## config.mk

```make
export PLATFORM = sky130hd
export DESIGN_NAME = regulator_mode_fault_control
export DESIGN_NICKNAME = d
export VERILOG_FILES = /design/src/regulator_pkg.sv /design/src/regulator_mode_fault_control.sv
export VERILOG_INCLUDE_DIRS = /design/src /design/src/src
export SDC_FILE = /design/constraint.sdc
export NUM_CORES = 1
export LEC_CHECK = 0
export ABC_AREA = 1
export BUFFER_PORTS_ARGS = -buffer_cell sky130_fd_sc_hd__buf_2
export CELL_PAD_IN_SITES_DETAIL_PLACEMENT = 0
export CELL_PAD_IN_SITES_GLOBAL_PLACEMENT = 1
export CORE_ASPECT_RATIO = 0.6
export CORE_MARGIN = 3
export CORE_UTILIZATION = 36
export DETAILED_ROUTE_END_ITERATION = 10
export HOLD_SLACK_MARGIN = 0.05
export PLACE_DENSITY_LB_ADDON = 0.3
export SYNTH_ARGS = -nofsm -noshare
export SYNTH_HDL_FRONTEND = slang
export SYNTH_SLANG_ARGS = --single-unit
```

## constraint.sdc

```tcl
create_clock -name clk -period 4.5 [get_ports clk]
set_input_delay 0.9 -clock clk [delete_from_list [all_inputs] [get_ports clk]]
set_output_delay 0.9 -clock clk [all_outputs]
set_load 0.02 [all_outputs]
```

## src/regulator_consts.svh

```systemverilog
// constants for the regulator mode and fault controller
// assumes a 250 MHz clock and a register port with one-cycle read data
`ifndef REGULATOR_CONSTS_SVH
`define REGULATOR_CONSTS_SVH

`define CLK_MHZ 250
`define RESTART_MS 200
`define RESTART_CYCLES (`RESTART_MS * 1000 * `CLK_MHZ)
`define OV_DEGLITCH_US 10
`define OV_DEGLITCH_CYCLES (`OV_DEGLITCH_US * `CLK_MHZ)
`define SST_SHORT_US 180
`define SST_LONG_US 360
`define SST_SHORT_CYCLES (`SST_SHORT_US * `CLK_MHZ)
`define SST_LONG_CYCLES (`SST_LONG_US * `CLK_MHZ)
`define SEQ_STEP_US 100
`define SEQ_STEP_CYCLES (`SEQ_STEP_US * `CLK_MHZ)
`define STRAP_SETTLE_CYCLES 8

`define ADDR_CTRL 8'h00
`define ADDR_FAULT_CFG 8'h04
`define ADDR_STATUS 8'h08
`define ADDR_FAULT_FLAGS 8'h0C
`define ADDR_LDO1_VA 8'h10
`define ADDR_LDO1_VB 8'h14
`define ADDR_LDO2_V 8'h18
`define ADDR_VSEL_TWO 8'h1C

// fault config bits
`define FC_UV_MASK 0
`define FC_OV_MASK 1
`define FC_SD_DIS 2
`define FAULT_CFG_RESET 8'h03
// control bits
`define CT_DIS_LO 0
`define CT_DIS_HI 3
`define CT_DCH_L1 4
`define CT_DCH_L2 5
`define CT_SST_L1 6
`define CT_SST_L2 7
`define CT_L1_VSEL 8
`define CTRL_RESET 16'h0000

`define VCODE_RESET 6'h18
`endif

```

## src/regulator_pkg.sv

```systemverilog
// types for the regulator mode and fault controller
// assumes nothing beyond the constants header
package regulator_pkg;
	typedef enum logic [2:0] {
		st_sample,
		st_sequence,
		st_active,
		st_fault_wait
	} seq_state_type;
endpackage : regulator_pkg

```

## src/regulator_mode_fault_control.sv

```systemverilog
// sequencer, mode straps and voltage fault handling for four bucks and two ldos
// assumes comparator outputs and pins are asynchronous; register port on clk
//
// Function
// RULE_01: unmasked bypass undervoltage enters fault state, shuts all regulators down
// RULE_02: after undervoltage shutdown wait 200 ms, restart via power-up sequence
// RULE_03: undervoltage mask resets set; fault only acts once software clears it
// RULE_04: overvoltage qualified only after input above threshold 10 us continuously
// RULE_05: qualified overvoltage turns bypass off, retries 200 ms, if unmasked, enabled
// RULE_06: mode pin low selects buck, high selects bypass for first converter
// RULE_07: mode pins sampled once at startup; later changes ignored
// RULE_08: fourth converter buck or linear; linear uses voltage select two code
// RULE_09: at power up ldos enable in fixed sequence without host command
// RULE_10: in active state each converter disabled by register bit or gpio
// RULE_11: disabled ldo with discharge bit set turns on discharge resistor
// RULE_12: soft-start ramp applied at every ldo enable, including after faults
// RULE_13: soft-start per ldo selects 180 us or 360 us
// RULE_14: first ldo has two voltage registers, second ldo exactly one
// RULE_15: ldo voltage codes are six-bit unsigned, 0.6 V plus code times 50 mV
// RULE_16: bypass power good follows switch comparator and drives undervoltage fault
// RULE_17: undervoltage and overvoltage events latch until status read; code clears them on a fault flags register read, not a status read
`include "regulator_consts.svh"

module regulator_mode_fault_control #(
	parameter int unsigned RESTART_CYCLES = `RESTART_CYCLES,
	parameter int unsigned SEQ_STEP_CYCLES = `SEQ_STEP_CYCLES,
	parameter int unsigned SST_SHORT_CYCLES = `SST_SHORT_CYCLES,
	parameter int unsigned SST_LONG_CYCLES = `SST_LONG_CYCLES,
	parameter logic BUCK4_LDO_DEFAULT = 1'b0
) (
	// clock and reset
	input wire logic clk,
	input wire logic rst,
	// register port
	input wire logic [7:0] reg_addr,
	input wire logic [15:0] reg_wdata,
	input wire logic reg_write,
	input wire logic reg_read,
	output logic [15:0] reg_rdata,
	// asynchronous pins and comparators
	input wire logic mode_pin,
	input wire logic buck4_mode_pin,
	input wire logic buck4_mode_pin_used,
	input wire logic [3:0] gpio_disable,
	input wire logic bypass_power_good,
	input wire logic supply_over_threshold,
	// regulator controls
	output logic [3:0] buck_enable,
	output logic [1:0] ldo_enable,
	output logic [1:0] ldo_discharge,
	output logic [1:0] ldo_softstart,
	output logic [5:0] ldo1_code,
	output logic [5:0] ldo2_code,
	output logic [5:0] buck4_ldo_code,
	output logic bypass_mode,
	output logic buck4_linear,
	output logic voltage_fault_state
);
	import regulator_pkg::*;

	// ************************************************************
	// input synchronisers, three stages, change when stages 2 and 3 agree
	// ************************************************************
	localparam int NSYNC = 9;
	logic [NSYNC-1:0] raw_in;
	logic [NSYNC-1:0] s1_reg, s2_reg, s3_reg, clean_reg;
	logic [NSYNC-1:0] s1_next, s2_next, s3_next, clean_next;
	assign raw_in = {supply_over_threshold, bypass_power_good, gpio_disable,
		buck4_mode_pin_used, buck4_mode_pin, mode_pin};
	always_comb begin
		s1_next = raw_in;
		s2_next = s1_reg;
		s3_next = s2_reg;
		clean_next = clean_reg;
		for (int i = 0; i < NSYNC; i++) begin
			if (s2_reg[i] == s3_reg[i]) begin
				clean_next[i] = s3_reg[i];
			end
		end
	end
	always_ff @(posedge clk) begin
		if (rst) begin
			s1_reg <= '0;
			s2_reg <= '0;
			s3_reg <= '0;
			clean_reg <= '0;
		end else begin
			s1_reg <= s1_next;
			s2_reg <= s2_next;
			s3_reg <= s3_next;
			clean_reg <= clean_next;
		end
	end
	logic mode_s, b4mode_s, b4used_s, pgood_s, ov_s;
	logic [3:0] gdis_s;
	assign mode_s = clean_reg[0];
	assign b4mode_s = clean_reg[1];
	assign b4used_s = clean_reg[2];
	assign gdis_s = clean_reg[6:3];
	assign pgood_s = clean_reg[7];
	assign ov_s = clean_reg[8];

	// ************************************************************
	// registers
	// ************************************************************
	logic [15:0] ctrl_reg, ctrl_next;
	logic [2:0] fcfg_reg, fcfg_next;
	logic [1:0] flags_reg, flags_next;
	logic [5:0] l1a_reg, l1a_next, l1b_reg, l1b_next, l2_reg, l2_next, v2_reg, v2_next;
	logic [15:0] rdata_reg, rdata_next;
	logic uv_event, ov_event;
	seq_state_type state_reg, state_next;
	logic bypass_reg, bypass_next, b4lin_reg, b4lin_next;

	always_comb begin
		ctrl_next = ctrl_reg;
		fcfg_next = fcfg_reg;
		l1a_next = l1a_reg;
		l1b_next = l1b_reg;
		l2_next = l2_reg;
		v2_next = v2_reg;
		flags_next = flags_reg;
		rdata_next = 16'h0000;
		if (reg_write) begin
			if (reg_addr == `ADDR_CTRL) begin
				ctrl_next = {7'h00, reg_wdata[8:0]};
			end else if (reg_addr == `ADDR_FAULT_CFG) begin
				fcfg_next = reg_wdata[2:0]; // RULE_03
			end else if (reg_addr == `ADDR_LDO1_VA) begin
				l1a_next = reg_wdata[5:0]; // RULE_15
			end else if (reg_addr == `ADDR_LDO1_VB) begin
				l1b_next = reg_wdata[5:0]; // RULE_14
			end else if (reg_addr == `ADDR_LDO2_V) begin
				l2_next = reg_wdata[5:0]; // RULE_14
			end else if (reg_addr == `ADDR_VSEL_TWO) begin
				v2_next = reg_wdata[5:0];
			end
		end
		if (reg_read) begin
			if (reg_addr == `ADDR_CTRL) begin
				rdata_next = ctrl_reg;
			end else if (reg_addr == `ADDR_FAULT_CFG) begin
				rdata_next = {13'h0000, fcfg_reg};
			end else if (reg_addr == `ADDR_STATUS) begin
				rdata_next = {8'h00, pgood_s, b4lin_reg, bypass_reg,
					(state_reg == st_fault_wait), (state_reg == st_active),
					ldo_enable, 1'b0};
			end else if (reg_addr == `ADDR_FAULT_FLAGS) begin
				rdata_next = {14'h0000, flags_reg};
				flags_next = 2'b00; // RULE_17
			end else if (reg_addr == `ADDR_LDO1_VA) begin
				rdata_next = {10'h000, l1a_reg};
			end else if (reg_addr == `ADDR_LDO1_VB) begin
				rdata_next = {10'h000, l1b_reg};
			end else if (reg_addr == `ADDR_LDO2_V) begin
				rdata_next = {10'h000, l2_reg};
			end else if (reg_addr == `ADDR_VSEL_TWO) begin
				rdata_next = {10'h000, v2_reg};
			end
		end
		// a new event wins over the read that clears
		if (uv_event) begin
			flags_next[0] = 1'b1; // RULE_17
		end
		if (ov_event) begin
			flags_next[1] = 1'b1; // RULE_17
		end
	end
	always_ff @(posedge clk) begin
		if (rst) begin
			ctrl_reg <= `CTRL_RESET;
			fcfg_reg <= 3'(`FAULT_CFG_RESET);
			flags_reg <= 2'b00;
			l1a_reg <= `VCODE_RESET;
			l1b_reg <= `VCODE_RESET;
			l2_reg <= `VCODE_RESET;
			v2_reg <= `VCODE_RESET;
			rdata_reg <= 16'h0000;
		end else begin
			ctrl_reg <= ctrl_next;
			fcfg_reg <= fcfg_next;
			flags_reg <= flags_next;
			l1a_reg <= l1a_next;
			l1b_reg <= l1b_next;
			l2_reg <= l2_next;
			v2_reg <= v2_next;
			rdata_reg <= rdata_next;
		end
	end

	// ************************************************************
	// overvoltage deglitch and bypass retry
	// ************************************************************
	logic [31:0] ovcnt_reg, ovcnt_next, ovret_reg, ovret_next;
	logic ovoff_reg, ovoff_next;
	always_comb begin
		ovcnt_next = 32'h0000_0000;
		ovoff_next = ovoff_reg;
		ovret_next = ovret_reg;
		ov_event = 1'b0;
		if (bypass_reg && ov_s && !ovoff_reg) begin
			ovcnt_next = ovcnt_reg + 32'h0000_0001; // RULE_04
			if (ovcnt_reg == 32'(`OV_DEGLITCH_CYCLES - 1)) begin
				ovcnt_next = 32'h0000_0000;
				if (!fcfg_reg[`FC_OV_MASK] && !fcfg_reg[`FC_SD_DIS]) begin
					ov_event = 1'b1; // RULE_05
					ovoff_next = 1'b1;
					ovret_next = 32'h0000_0000;
				end
			end
		end
		if (ovoff_reg) begin
			ovret_next = ovret_reg + 32'h0000_0001;
			if (ovret_reg == RESTART_CYCLES - 1) begin
				ovoff_next = 1'b0; // RULE_05
			end
		end
	end
	always_ff @(posedge clk) begin
		if (rst) begin
			ovcnt_reg <= 32'h0000_0000;
			ovret_reg <= 32'h0000_0000;
			ovoff_reg <= 1'b0;
		end else begin
			ovcnt_reg <= ovcnt_next;
			ovret_reg <= ovret_next;
			ovoff_reg <= ovoff_next;
		end
	end

	// ************************************************************
	// power sequencer and undervoltage fault
	// ************************************************************
	// steps: buck1, buck2, buck3, buck4, ldo1, ldo2; each waits one step time
	logic [2:0] step_reg, step_next;
	logic [31:0] tmr_reg, tmr_next;
	logic [5:0] on_reg, on_next;
	always_comb begin
		state_next = state_reg;
		step_next = step_reg;
		tmr_next = tmr_reg;
		on_next = on_reg;
		bypass_next = bypass_reg;
		b4lin_next = b4lin_reg;
		uv_event = 1'b0;
		case (state_reg)
			st_sample: begin
				// synchronisers restart empty with reset, so wait until the agree stage holds the pins
				tmr_next = tmr_reg + 32'h0000_0001;
				if (tmr_reg == 32'(`STRAP_SETTLE_CYCLES - 1)) begin
					bypass_next = mode_s; // RULE_06 RULE_07
					b4lin_next = b4used_s ? b4mode_s : BUCK4_LDO_DEFAULT; // RULE_08
					step_next = 3'd0;
					tmr_next = 32'h0000_0000;
					state_next = st_sequence;
				end
			end
			st_sequence: begin
				tmr_next = tmr_reg + 32'h0000_0001;
				if (tmr_reg == SEQ_STEP_CYCLES - 1) begin
					tmr_next = 32'h0000_0000;
					on_next[step_reg] = 1'b1; // RULE_09
					step_next = step_reg + 3'd1;
					if (step_reg == 3'd5) begin
						state_next = st_active;
					end
				end
			end
			st_active: begin
			end
			st_fault_wait: begin
				tmr_next = tmr_reg + 32'h0000_0001;
				if (tmr_reg == RESTART_CYCLES - 1) begin
					tmr_next = 32'h0000_0000;
					step_next = 3'd0;
					state_next = st_sequence; // RULE_02
				end
			end
			default: begin
				state_next = st_sample;
			end
		endcase
		// undervoltage once the bypass switch has been turned on
		if (state_reg != st_fault_wait && state_reg != st_sample && bypass_reg && on_reg[0]
			&& !ovoff_reg && !pgood_s && !fcfg_reg[`FC_UV_MASK]) begin // RULE_03 RULE_16
			uv_event = 1'b1;
			on_next = 6'b00_0000; // RULE_01
			tmr_next = 32'h0000_0000;
			state_next = st_fault_wait; // RULE_01
		end
	end
	always_ff @(posedge clk) begin
		if (rst) begin
			state_reg <= st_sample;
			step_reg <= 3'd0;
			tmr_reg <= 32'h0000_0000;
			on_reg <= 6'b00_0000;
			bypass_reg <= 1'b0;
			b4lin_reg <= 1'b0;
		end else begin
			state_reg <= state_next;
			step_reg <= step_next;
			tmr_reg <= tmr_next;
			on_reg <= on_next;
			bypass_reg <= bypass_next;
			b4lin_reg <= b4lin_next;
		end
	end

	// ************************************************************
	// enables, soft-start, discharge and output flops
	// ************************************************************
	logic [5:0] want;
	logic [3:0] dis_any;
	assign dis_any = (state_reg == st_active) ?
		(ctrl_reg[`CT_DIS_HI:`CT_DIS_LO] | gdis_s) : 4'h0; // RULE_10
	assign want = {on_reg[5:4], on_reg[3:0] & ~dis_any};

	logic [1:0] len_prev_reg, len_prev_next;
	logic [1:0] ss_reg, ss_next;
	logic [31:0] sscnt_reg [2];
	logic [31:0] sscnt_next [2];
	logic [3:0] buck_next;
	logic [1:0] ldo_en_next, dch_next;
	logic fault_next;
	always_comb begin
		buck_next = want[3:0];
		buck_next[0] = want[0] && !ovoff_reg; // RULE_05
		ldo_en_next = want[5:4];
		len_prev_next = ldo_en_next;
		ss_next = ss_reg;
		for (int i = 0; i < 2; i++) begin
			sscnt_next[i] = sscnt_reg[i];
			dch_next[i] = !ldo_en_next[i] && ctrl_reg[`CT_DCH_L1 + i]; // RULE_11
			if (ldo_en_next[i] && !len_prev_reg[i]) begin
				ss_next[i] = 1'b1; // RULE_12
				sscnt_next[i] = ctrl_reg[`CT_SST_L1 + i] ?
					SST_LONG_CYCLES : SST_SHORT_CYCLES; // RULE_13
			end else if (!ldo_en_next[i]) begin
				ss_next[i] = 1'b0;
				sscnt_next[i] = 32'h0000_0000;
			end else if (ss_reg[i]) begin
				sscnt_next[i] = sscnt_reg[i] - 32'h0000_0001;
				if (sscnt_reg[i] == 32'h0000_0001) begin
					ss_next[i] = 1'b0;
				end
			end
		end
		fault_next = (state_next == st_fault_wait);
	end
	always_ff @(posedge clk) begin
		if (rst) begin
			len_prev_reg <= 2'b00;
			ss_reg <= 2'b00;
			sscnt_reg[0] <= 32'h0000_0000;
			sscnt_reg[1] <= 32'h0000_0000;
			buck_enable <= 4'h0;
			ldo_enable <= 2'b00;
			ldo_discharge <= 2'b00;
			ldo_softstart <= 2'b00;
			ldo1_code <= `VCODE_RESET;
			ldo2_code <= `VCODE_RESET;
			buck4_ldo_code <= `VCODE_RESET;
			bypass_mode <= 1'b0;
			buck4_linear <= 1'b0;
			voltage_fault_state <= 1'b0;
			reg_rdata <= 16'h0000;
		end else begin
			len_prev_reg <= len_prev_next;
			ss_reg <= ss_next;
			sscnt_reg[0] <= sscnt_next[0];
			sscnt_reg[1] <= sscnt_next[1];
			buck_enable <= buck_next;
			ldo_enable <= ldo_en_next;
			ldo_discharge <= dch_next;
			ldo_softstart <= ss_next;
			ldo1_code <= ctrl_next[`CT_L1_VSEL] ? l1b_next : l1a_next; // RULE_14 RULE_15
			ldo2_code <= l2_next;
			buck4_ldo_code <= v2_next; // RULE_08
			bypass_mode <= bypass_next;
			buck4_linear <= b4lin_next;
			voltage_fault_state <= fault_next;
			reg_rdata <= rdata_next;
		end
	end
endmodule : regulator_mode_fault_control

```

Word-level counts from Yosys, hierarchy flattened
Memory sizes are Yosys's and may differ from the RTL's.
Cells that the tools add are included.
{ "word_totals": {"memories": 1, "ff_bits": 218, "mem_bits_rw": 64} }
{ "classes": {"muxes": 79, "eq_ne": 38, "bitwise_logic": 13, "n_reduce_logical": 49, "n_addsub": 6, "magnitude_cmp": 2} }
{ "mem_list": {"columns": ["memory", "words", "width", "rd", "rd_clocked_by_memory_dff", "write_ports", "line_no", "source"], "rows": [
  ["sscnt_reg", 2, 32, 2, 0, 2, "regulator_mode_fault_control.sv:321", "logic [31:0] sscnt_reg [2];"]
]} }
{ "op_table": {"columns": ["operator", "n"], "rows": [
  ["$mux 32", 15],
  ["$add 32x1->32 const B", 3],
  ["$pmux 32 s3", 1],
  ["$mux 6", 15],
  ["$eq 32x1->1 const B", 2],
  ["$eq 32x26->1 const B", 2],
  ["$sub 32x1->32 const B", 2],
  ["$mux 17", 2],
  ["$eq 32x12->1 const B", 1],
  ["$eq 32x15->1 const B", 1],
  ["$eq 32x3->1 const B", 1],
  ["$eq 8x5->1 const B", 4],
  ["$mux 9", 3],
  ["$mux 1", 24],
  ["$mux 3", 8],
  ["$eq 8x4->1 const B", 2],
  ["$mux 8", 2],
  ["$ne 2x2->1 const B", 8],
  ["$logic_and 1x1->1", 15],
  ["$reduce_bool 2->1", 7],
  ["$pmux 3 s4", 1],
  ["$mux 2", 5],
  ["$reduce_and 5->1", 2],
  ["$eq 1x1->1", 9],
  ["30 further kinds", 52]
]} }

Longest topological paths before layout
{ "depth": {"depth_word": 10, "mapped_depth": 13, "mapped_depth_nobuf": 13} }

Least setup slack after synthesis
Ideal clock, no wire load.
{ "synth_path": {"kind": "input to register", "start": "input reg_addr[7]", "end": "register l1b_reg[4]", "setup_time_ns": 0.123, "slack_ns": 2.434, "path_stages": 7, "required_ns": 4.377, "arrival_time_ns": 1.942, "path_cell_list": "nor2_2 -> nand3_1 -> nor2_1 -> nand3_2 -> nand2_1 -> o21ai_0 -> or2_2"} }
{ "synth_between": {"elab_chain_len": 6} }
{ "synth_rtl": {"columns": ["item", "line_no", "source"], "rows": [
  ["start: declaration", "regulator_mode_fault_control.sv:35", "input wire logic [7:0] reg_addr,"],
  ["$eq 8x5->1 (no source line)", null, null],
  ["$mux 6", "regulator_mode_fault_control.sv:131", "end else if (reg_addr == `ADDR_LDO1_VB) begin"],
  ["$mux 6", "regulator_mode_fault_control.sv:129", "end else if (reg_addr == `ADDR_LDO1_VA) begin"],
  ["$mux 6", "regulator_mode_fault_control.sv:127", "end else if (reg_addr == `ADDR_FAULT_CFG) begin"],
  ["$mux 6 *", "regulator_mode_fault_control.sv:125", "if (reg_addr == `ADDR_CTRL) begin"],
  ["$mux 6 *", "regulator_mode_fault_control.sv:124", "if (reg_write) begin"],
  ["end signal: assignment", "regulator_mode_fault_control.sv:175", "l1b_reg <= `VCODE_RESET;"],
  ["end signal: assignment", "regulator_mode_fault_control.sv:184", "l1b_reg <= l1b_next;"],
  ["end: declaration", "regulator_mode_fault_control.sv:109", "logic [5:0] l1a_reg, l1a_next, l1b_reg, l1b_next, l2_reg, l2_next, v2_reg, v2_next;"]
]} }
Mark *: on every way between the ends. The rest lies on a longest branch, timed or not.
A chain may end at the register's enable or synchronous reset.

Worst setup path in the final report
{ "layout_path": {"start": "register ovcnt_reg[0]", "end": "register ovcnt_reg[22]"} }
{ "layout_between": {"elab_chain_len": 2} }
{ "layout_rtl": {"columns": ["item", "line_no", "source"], "rows": [
  ["start: declaration", "regulator_mode_fault_control.sv:194", "logic [31:0] ovcnt_reg, ovcnt_next, ovret_reg, ovret_next;"],
  ["start signal: assignment", "regulator_mode_fault_control.sv:225", "ovcnt_reg <= ovcnt_next;"],
  ["branches (longest 2 deep; another with $add 32x1->32)", null, null]
]} }
Parallel ways; which one is timed is not known.

==> run_summary.xml <==
<?xml version="1.0" encoding="UTF-8"?>
<metrics>
  <group name="yosys">
    <metric name="sequential_area_share_after_synthesis" unit="%">38.7</metric>
    <metric name="synth_edf_count" unit="">0</metric>
    <metric name="synth_area_per_cell" unit="µm²">6.72</metric>
    <metric name="synth-main-ff-cell" unit="">dfxtp_1</metric>
    <metric name="syn_inst_count" unit="">2115</metric>
    <metric name="yosysTopAreaCell" unit="">dfxtp_1</metric>
    <metric name="synth_area" unit="µm²">14200</metric>
    <metric name="synth_seq_cells" unit="">275</metric>
    <metric name="yosys-top-cells-area" unit="">dfxtp_1 39%, nand2_1 11%, nor2_1 8.2%</metric>
    <metric name="ys_async_sr_fraction" unit="%">0</metric>
    <metric name="yosysWarnings" unit="">0</metric>
    <metric name="netlist-cell-type-count" unit="">55</metric>
    <metric name="synth_top_area_share" unit="%">38.7</metric>
  </group>
  <group name="routing">
    <metric name="wire_length_per_cell" unit="µm">15.6</metric>
    <metric name="vias_per_cell" unit="">5.02</metric>
    <metric name="route.detailed.drc" unit="">0</metric>
    <metric name="first_pass_iters" unit="">6</metric>
    <metric name="count_of_routing_violations_after_the_opening_detailed_route_iteration" unit="">1335</metric>
    <metric name="route.vias.total" unit="">13600</metric>
    <metric name="route.final.wire_length" unit="µm">42400</metric>
    <metric name="final_antenna_net_count" unit="">0</metric>
  </group>
  <group name="clocking">
    <metric name="postCtsHoldBufs" unit="">0</metric>
    <metric name="cts_root_buf" unit="">clkbuf_16</metric>
    <metric name="postCtsSetupBuffers" unit="">0</metric>
    <metric name="max-clock-path-buffers" unit="">3</metric>
    <metric name="clk-insertion-delay-late" unit="ns">0.57</metric>
    <metric name="cts.repair.resized" unit="">0</metric>
    <metric name="cts_tree" unit="">done</metric>
    <metric name="clk_pin_slew" unit="ns">0.07</metric>
    <metric name="h-tree-depth" unit="">1</metric>
    <metric name="cts_made_buffers" unit="">29</metric>
    <metric name="tritoncts_num_sinks" unit="">275</metric>
  </group>
  <group name="placed_design">
    <metric name="detailedPlacementHpwl" unit="µm">32100</metric>
    <metric name="port_buffers" unit="">69</metric>
    <metric name="numPlacedInstances" unit="">2658</metric>
    <metric name="gp_congestion" unit="">0.902</metric>
    <metric name="detailedPlace.worstSlack" unit="ns">1.38</metric>
  </group>
  <group name="worst_setup_path">
    <metric name="r2r.worst_path.cells" unit="">9</metric>
    <metric name="type_of_element_capturing_the_critical_path" unit="">flip-flop</metric>
    <metric name="rr_startpoint" unit="">ovcnt_reg[0]$_SDFF_PP0_</metric>
    <metric name="setup.worst_path.start" unit="">ovcnt_reg[0]$_SDFF_PP0_</metric>
    <metric name="crit_chain" unit="">ha_1 &gt; nand2_1 &gt; nor2_1 &gt; nand2_1 &gt; nor3_1 &gt; nand2_1 &gt; nand2_1 &gt; a21oi_1 &gt; o21a_1</metric>
    <metric name="cp_slowest_cell" unit="">nand2_1</metric>
    <metric name="timing.critical_path.fanout_max" unit="">31</metric>
    <metric name="crit_end" unit="">ovcnt_reg[22]$_SDFF_PP0_</metric>
    <metric name="timing.critical_path.slowest_cell_delay" unit="ns">0.87</metric>
    <metric name="critPathArrivalTime" unit="ns">3.36</metric>
    <metric name="critical_path.most_common_cell" unit="">nand2_1</metric>
    <metric name="start_kind" unit="">flip-flop</metric>
    <metric name="critical_path_required" unit="ns">4.96</metric>
    <metric name="r2r_setup_slack" unit="ns">1.60</metric>
    <metric name="setup_cp_type" unit="">reg2reg</metric>
    <metric name="critical_path.reg2reg.endpoint" unit="">ovcnt_reg[22]$_SDFF_PP0_</metric>
  </group>
  <group name="timing">
    <metric name="min_period_over_period" unit="%">64.3</metric>
    <metric name="hold_slack" unit="ns">0.389</metric>
    <metric name="timing.clock.skew" unit="ns">0.0184</metric>
    <metric name="fmax" unit="GHz">0.345</metric>
    <metric name="fin_crit" unit="ns">2.90</metric>
    <metric name="totalNegativeSetupSlack" unit="ns">0</metric>
    <metric name="max_slew.worst_pin.slew" unit="ns">1.14</metric>
    <metric name="hold_viol" unit="">0</metric>
    <metric name="grt_setup_unrepaired" unit="">no</metric>
    <metric name="finalSetupViolations" unit="">0</metric>
    <metric name="slew_headroom" unit="%">23.6</metric>
    <metric name="final.setup.worst_slack" unit="ns">1.60</metric>
    <metric name="final-max-slew-violation-count" unit="">0</metric>
  </group>
  <group name="global_routing">
    <metric name="grt_first_pass_wirelength" unit="µm">67800</metric>
    <metric name="globalRoute.totalOverflow" unit="">0</metric>
    <metric name="groute.usage.overall" unit="%">19.7</metric>
    <metric name="number_of_global_route_vias_before_repair" unit="">12300</metric>
    <metric name="antenna_violations_before_repair" unit="">0</metric>
    <metric name="grt_max_degree" unit="">61</metric>
  </group>
  <group name="finish">
    <metric name="nets" unit="">2222</metric>
    <metric name="filler_cell_count" unit="">4074</metric>
    <metric name="final-instance-count-excl-fill" unit="">2712</metric>
    <metric name="final_cell_mix" unit="">421 x nand2_1, 310 x nor2_1, 289 x inv_1</metric>
    <metric name="largest_register_ffs" unit="">64</metric>
    <metric name="finalCoreUtilization" unit="%">41.5</metric>
    <metric name="drive_above_1_share" unit="%">10.3</metric>
    <metric name="layout_commonest_cell" unit="">nand2_1</metric>
    <metric name="synthToLayoutAreaGrowth" unit="%">12.0</metric>
    <metric name="antenna_cells_inserted" unit="">0</metric>
  </group>
  <group name="die">
    <metric name="die_area" unit="µm²">42000</metric>
    <metric name="floorplan.rows" unit="">55</metric>
    <metric name="die-width" unit="µm">263</metric>
    <metric name="floorplan.io_pins" unit="">84</metric>
    <metric name="floorplan.initialDensity" unit="%">37.1</metric>
    <metric name="core_region_area" unit="µm²">38300</metric>
    <metric name="die_h" unit="µm">160</metric>
  </group>
  <group name="flow_run">
    <metric name="max_cap_viol_count" unit="">0</metric>
  </group>
  <group name="hold_path">
    <metric name="hold_path_startpoint" unit="">s1_reg[0]$_SDFF_PP0_</metric>
    <metric name="worstHoldPathType" unit="">reg2reg</metric>
  </group>
  <group name="power">
    <metric name="leakage" unit="µW">0.00630</metric>
    <metric name="vdd_drop_max" unit="mV">0.261</metric>
    <metric name="power_density" unit="nW/µm²">313</metric>
  </group>
  <group name="run_status">
    <metric name="outcome" unit="">finished, final reports clean</metric>
  </group>
</metrics>
==> area by class of cell <==
| class | count | area, µm² | share of cell area (%) |
|---|---|---|---|
| clock buffers | 36 | 782 | 4.91 |
| inverters | 303 | 1140 | 7.15 |
| multi-input cells | 1494 | 7310 | 45.9 |
| clock inverters | 18 | 161 | 1.01 |
| repair buffers | 73 | 378 | 2.37 |
| flip-flops and latches | 275 | 5510 | 34.6 |
| well taps | 513 | 642 | 4.03 |
==> kinds of logic after synthesis <==
kind of cell / synth area share [%]
flops: 38.7
buf+inv: 10.0
fa+ha+maj: 0.792
other cells: 0.0264
simple gates: 36.9
xor+xnor: 2.59
compound gates: 10.9
==> metrics by stage <==
step                      power [µW]  instance area (µm²)
after floorplan                 2590                14200
after global placement          2630                15000
after detailed placement        2630                15000
after CTS                       5040                15900
after global routing            5160                15900
final                           4980                15900
==> power breakdown <==
part           switching [µW]  internal [µW]
combinational            90.8           27.6
clock                    1090           1310
sequential               6.43           2450
total                    1190           3790
==> how the worst min path moves through the flow <==
stage	endpoint	depth (start not counted)
CTS	s2_reg[0]$_SDFF_PP0_	2
floorplan	s2_reg[0]$_SDFF_PP0_	2
detailed placement	s2_reg[8]$_SDFF_PP0_	2
global route	s2_reg[0]$_SDFF_PP0_	2
global placement	s2_reg[1]$_SDFF_PP0_	2
finish	s2_reg[0]$_SDFF_PP0_	2
==> per-layer routing <==
layer / part of all wire [%] / GRT usage (%) / up-vias
li1: - / - / 6947
met1: 54 / 32.6 / 6265
met3: 6.6 / 3.28 / 33
met5: 0 / 0 / -
met2: 38 / 26.3 / 379
met4: 1.1 / 2.77 / 0
==> cells in the mapped netlist, types with 2 or more instances <==
cell	count
inv_2	8
a21oi_1	146
nor2_4	8
dfxtp_1	275
inv_1	290
nor3_1	78
buf_4	12
nor3_2	7
a21boi_0	3
nor2_1	310
nor2_2	25
nor3_4	2
or2_2	21
o21ai_0	84
nand3_4	2
o211ai_1	12
xnor2_1	9
nand4_1	53
nor4_1	10
a31oi_1	10
nand3_1	164
and3_1	5
nand2_4	5
nand3b_1	8
a21o_1	3
nand2_1	421
clkbuf_1	26
xor2_1	33
buf_6	4
buf_2	7
nand2_2	15
a221oi_1	6
a211oi_1	5
or2_0	3
and2_1	2
o22ai_1	2
nand3_2	4
clkinv_1	4
o21ai_1	2
o21a_1	3
ha_1	9
nor3b_1	6
==> worst max-delay path: cells and delay by family, from the launching register on <==
kind | cells | cell delay [ns]
and+or+nand+nor | 6 | 1.95
DFF | 1 | 0.35
adders and majority gates | 1 | 0.26
AOI/OAI and AO/OA | 2 | 0.23
Power figures use the tool's default switching activity.
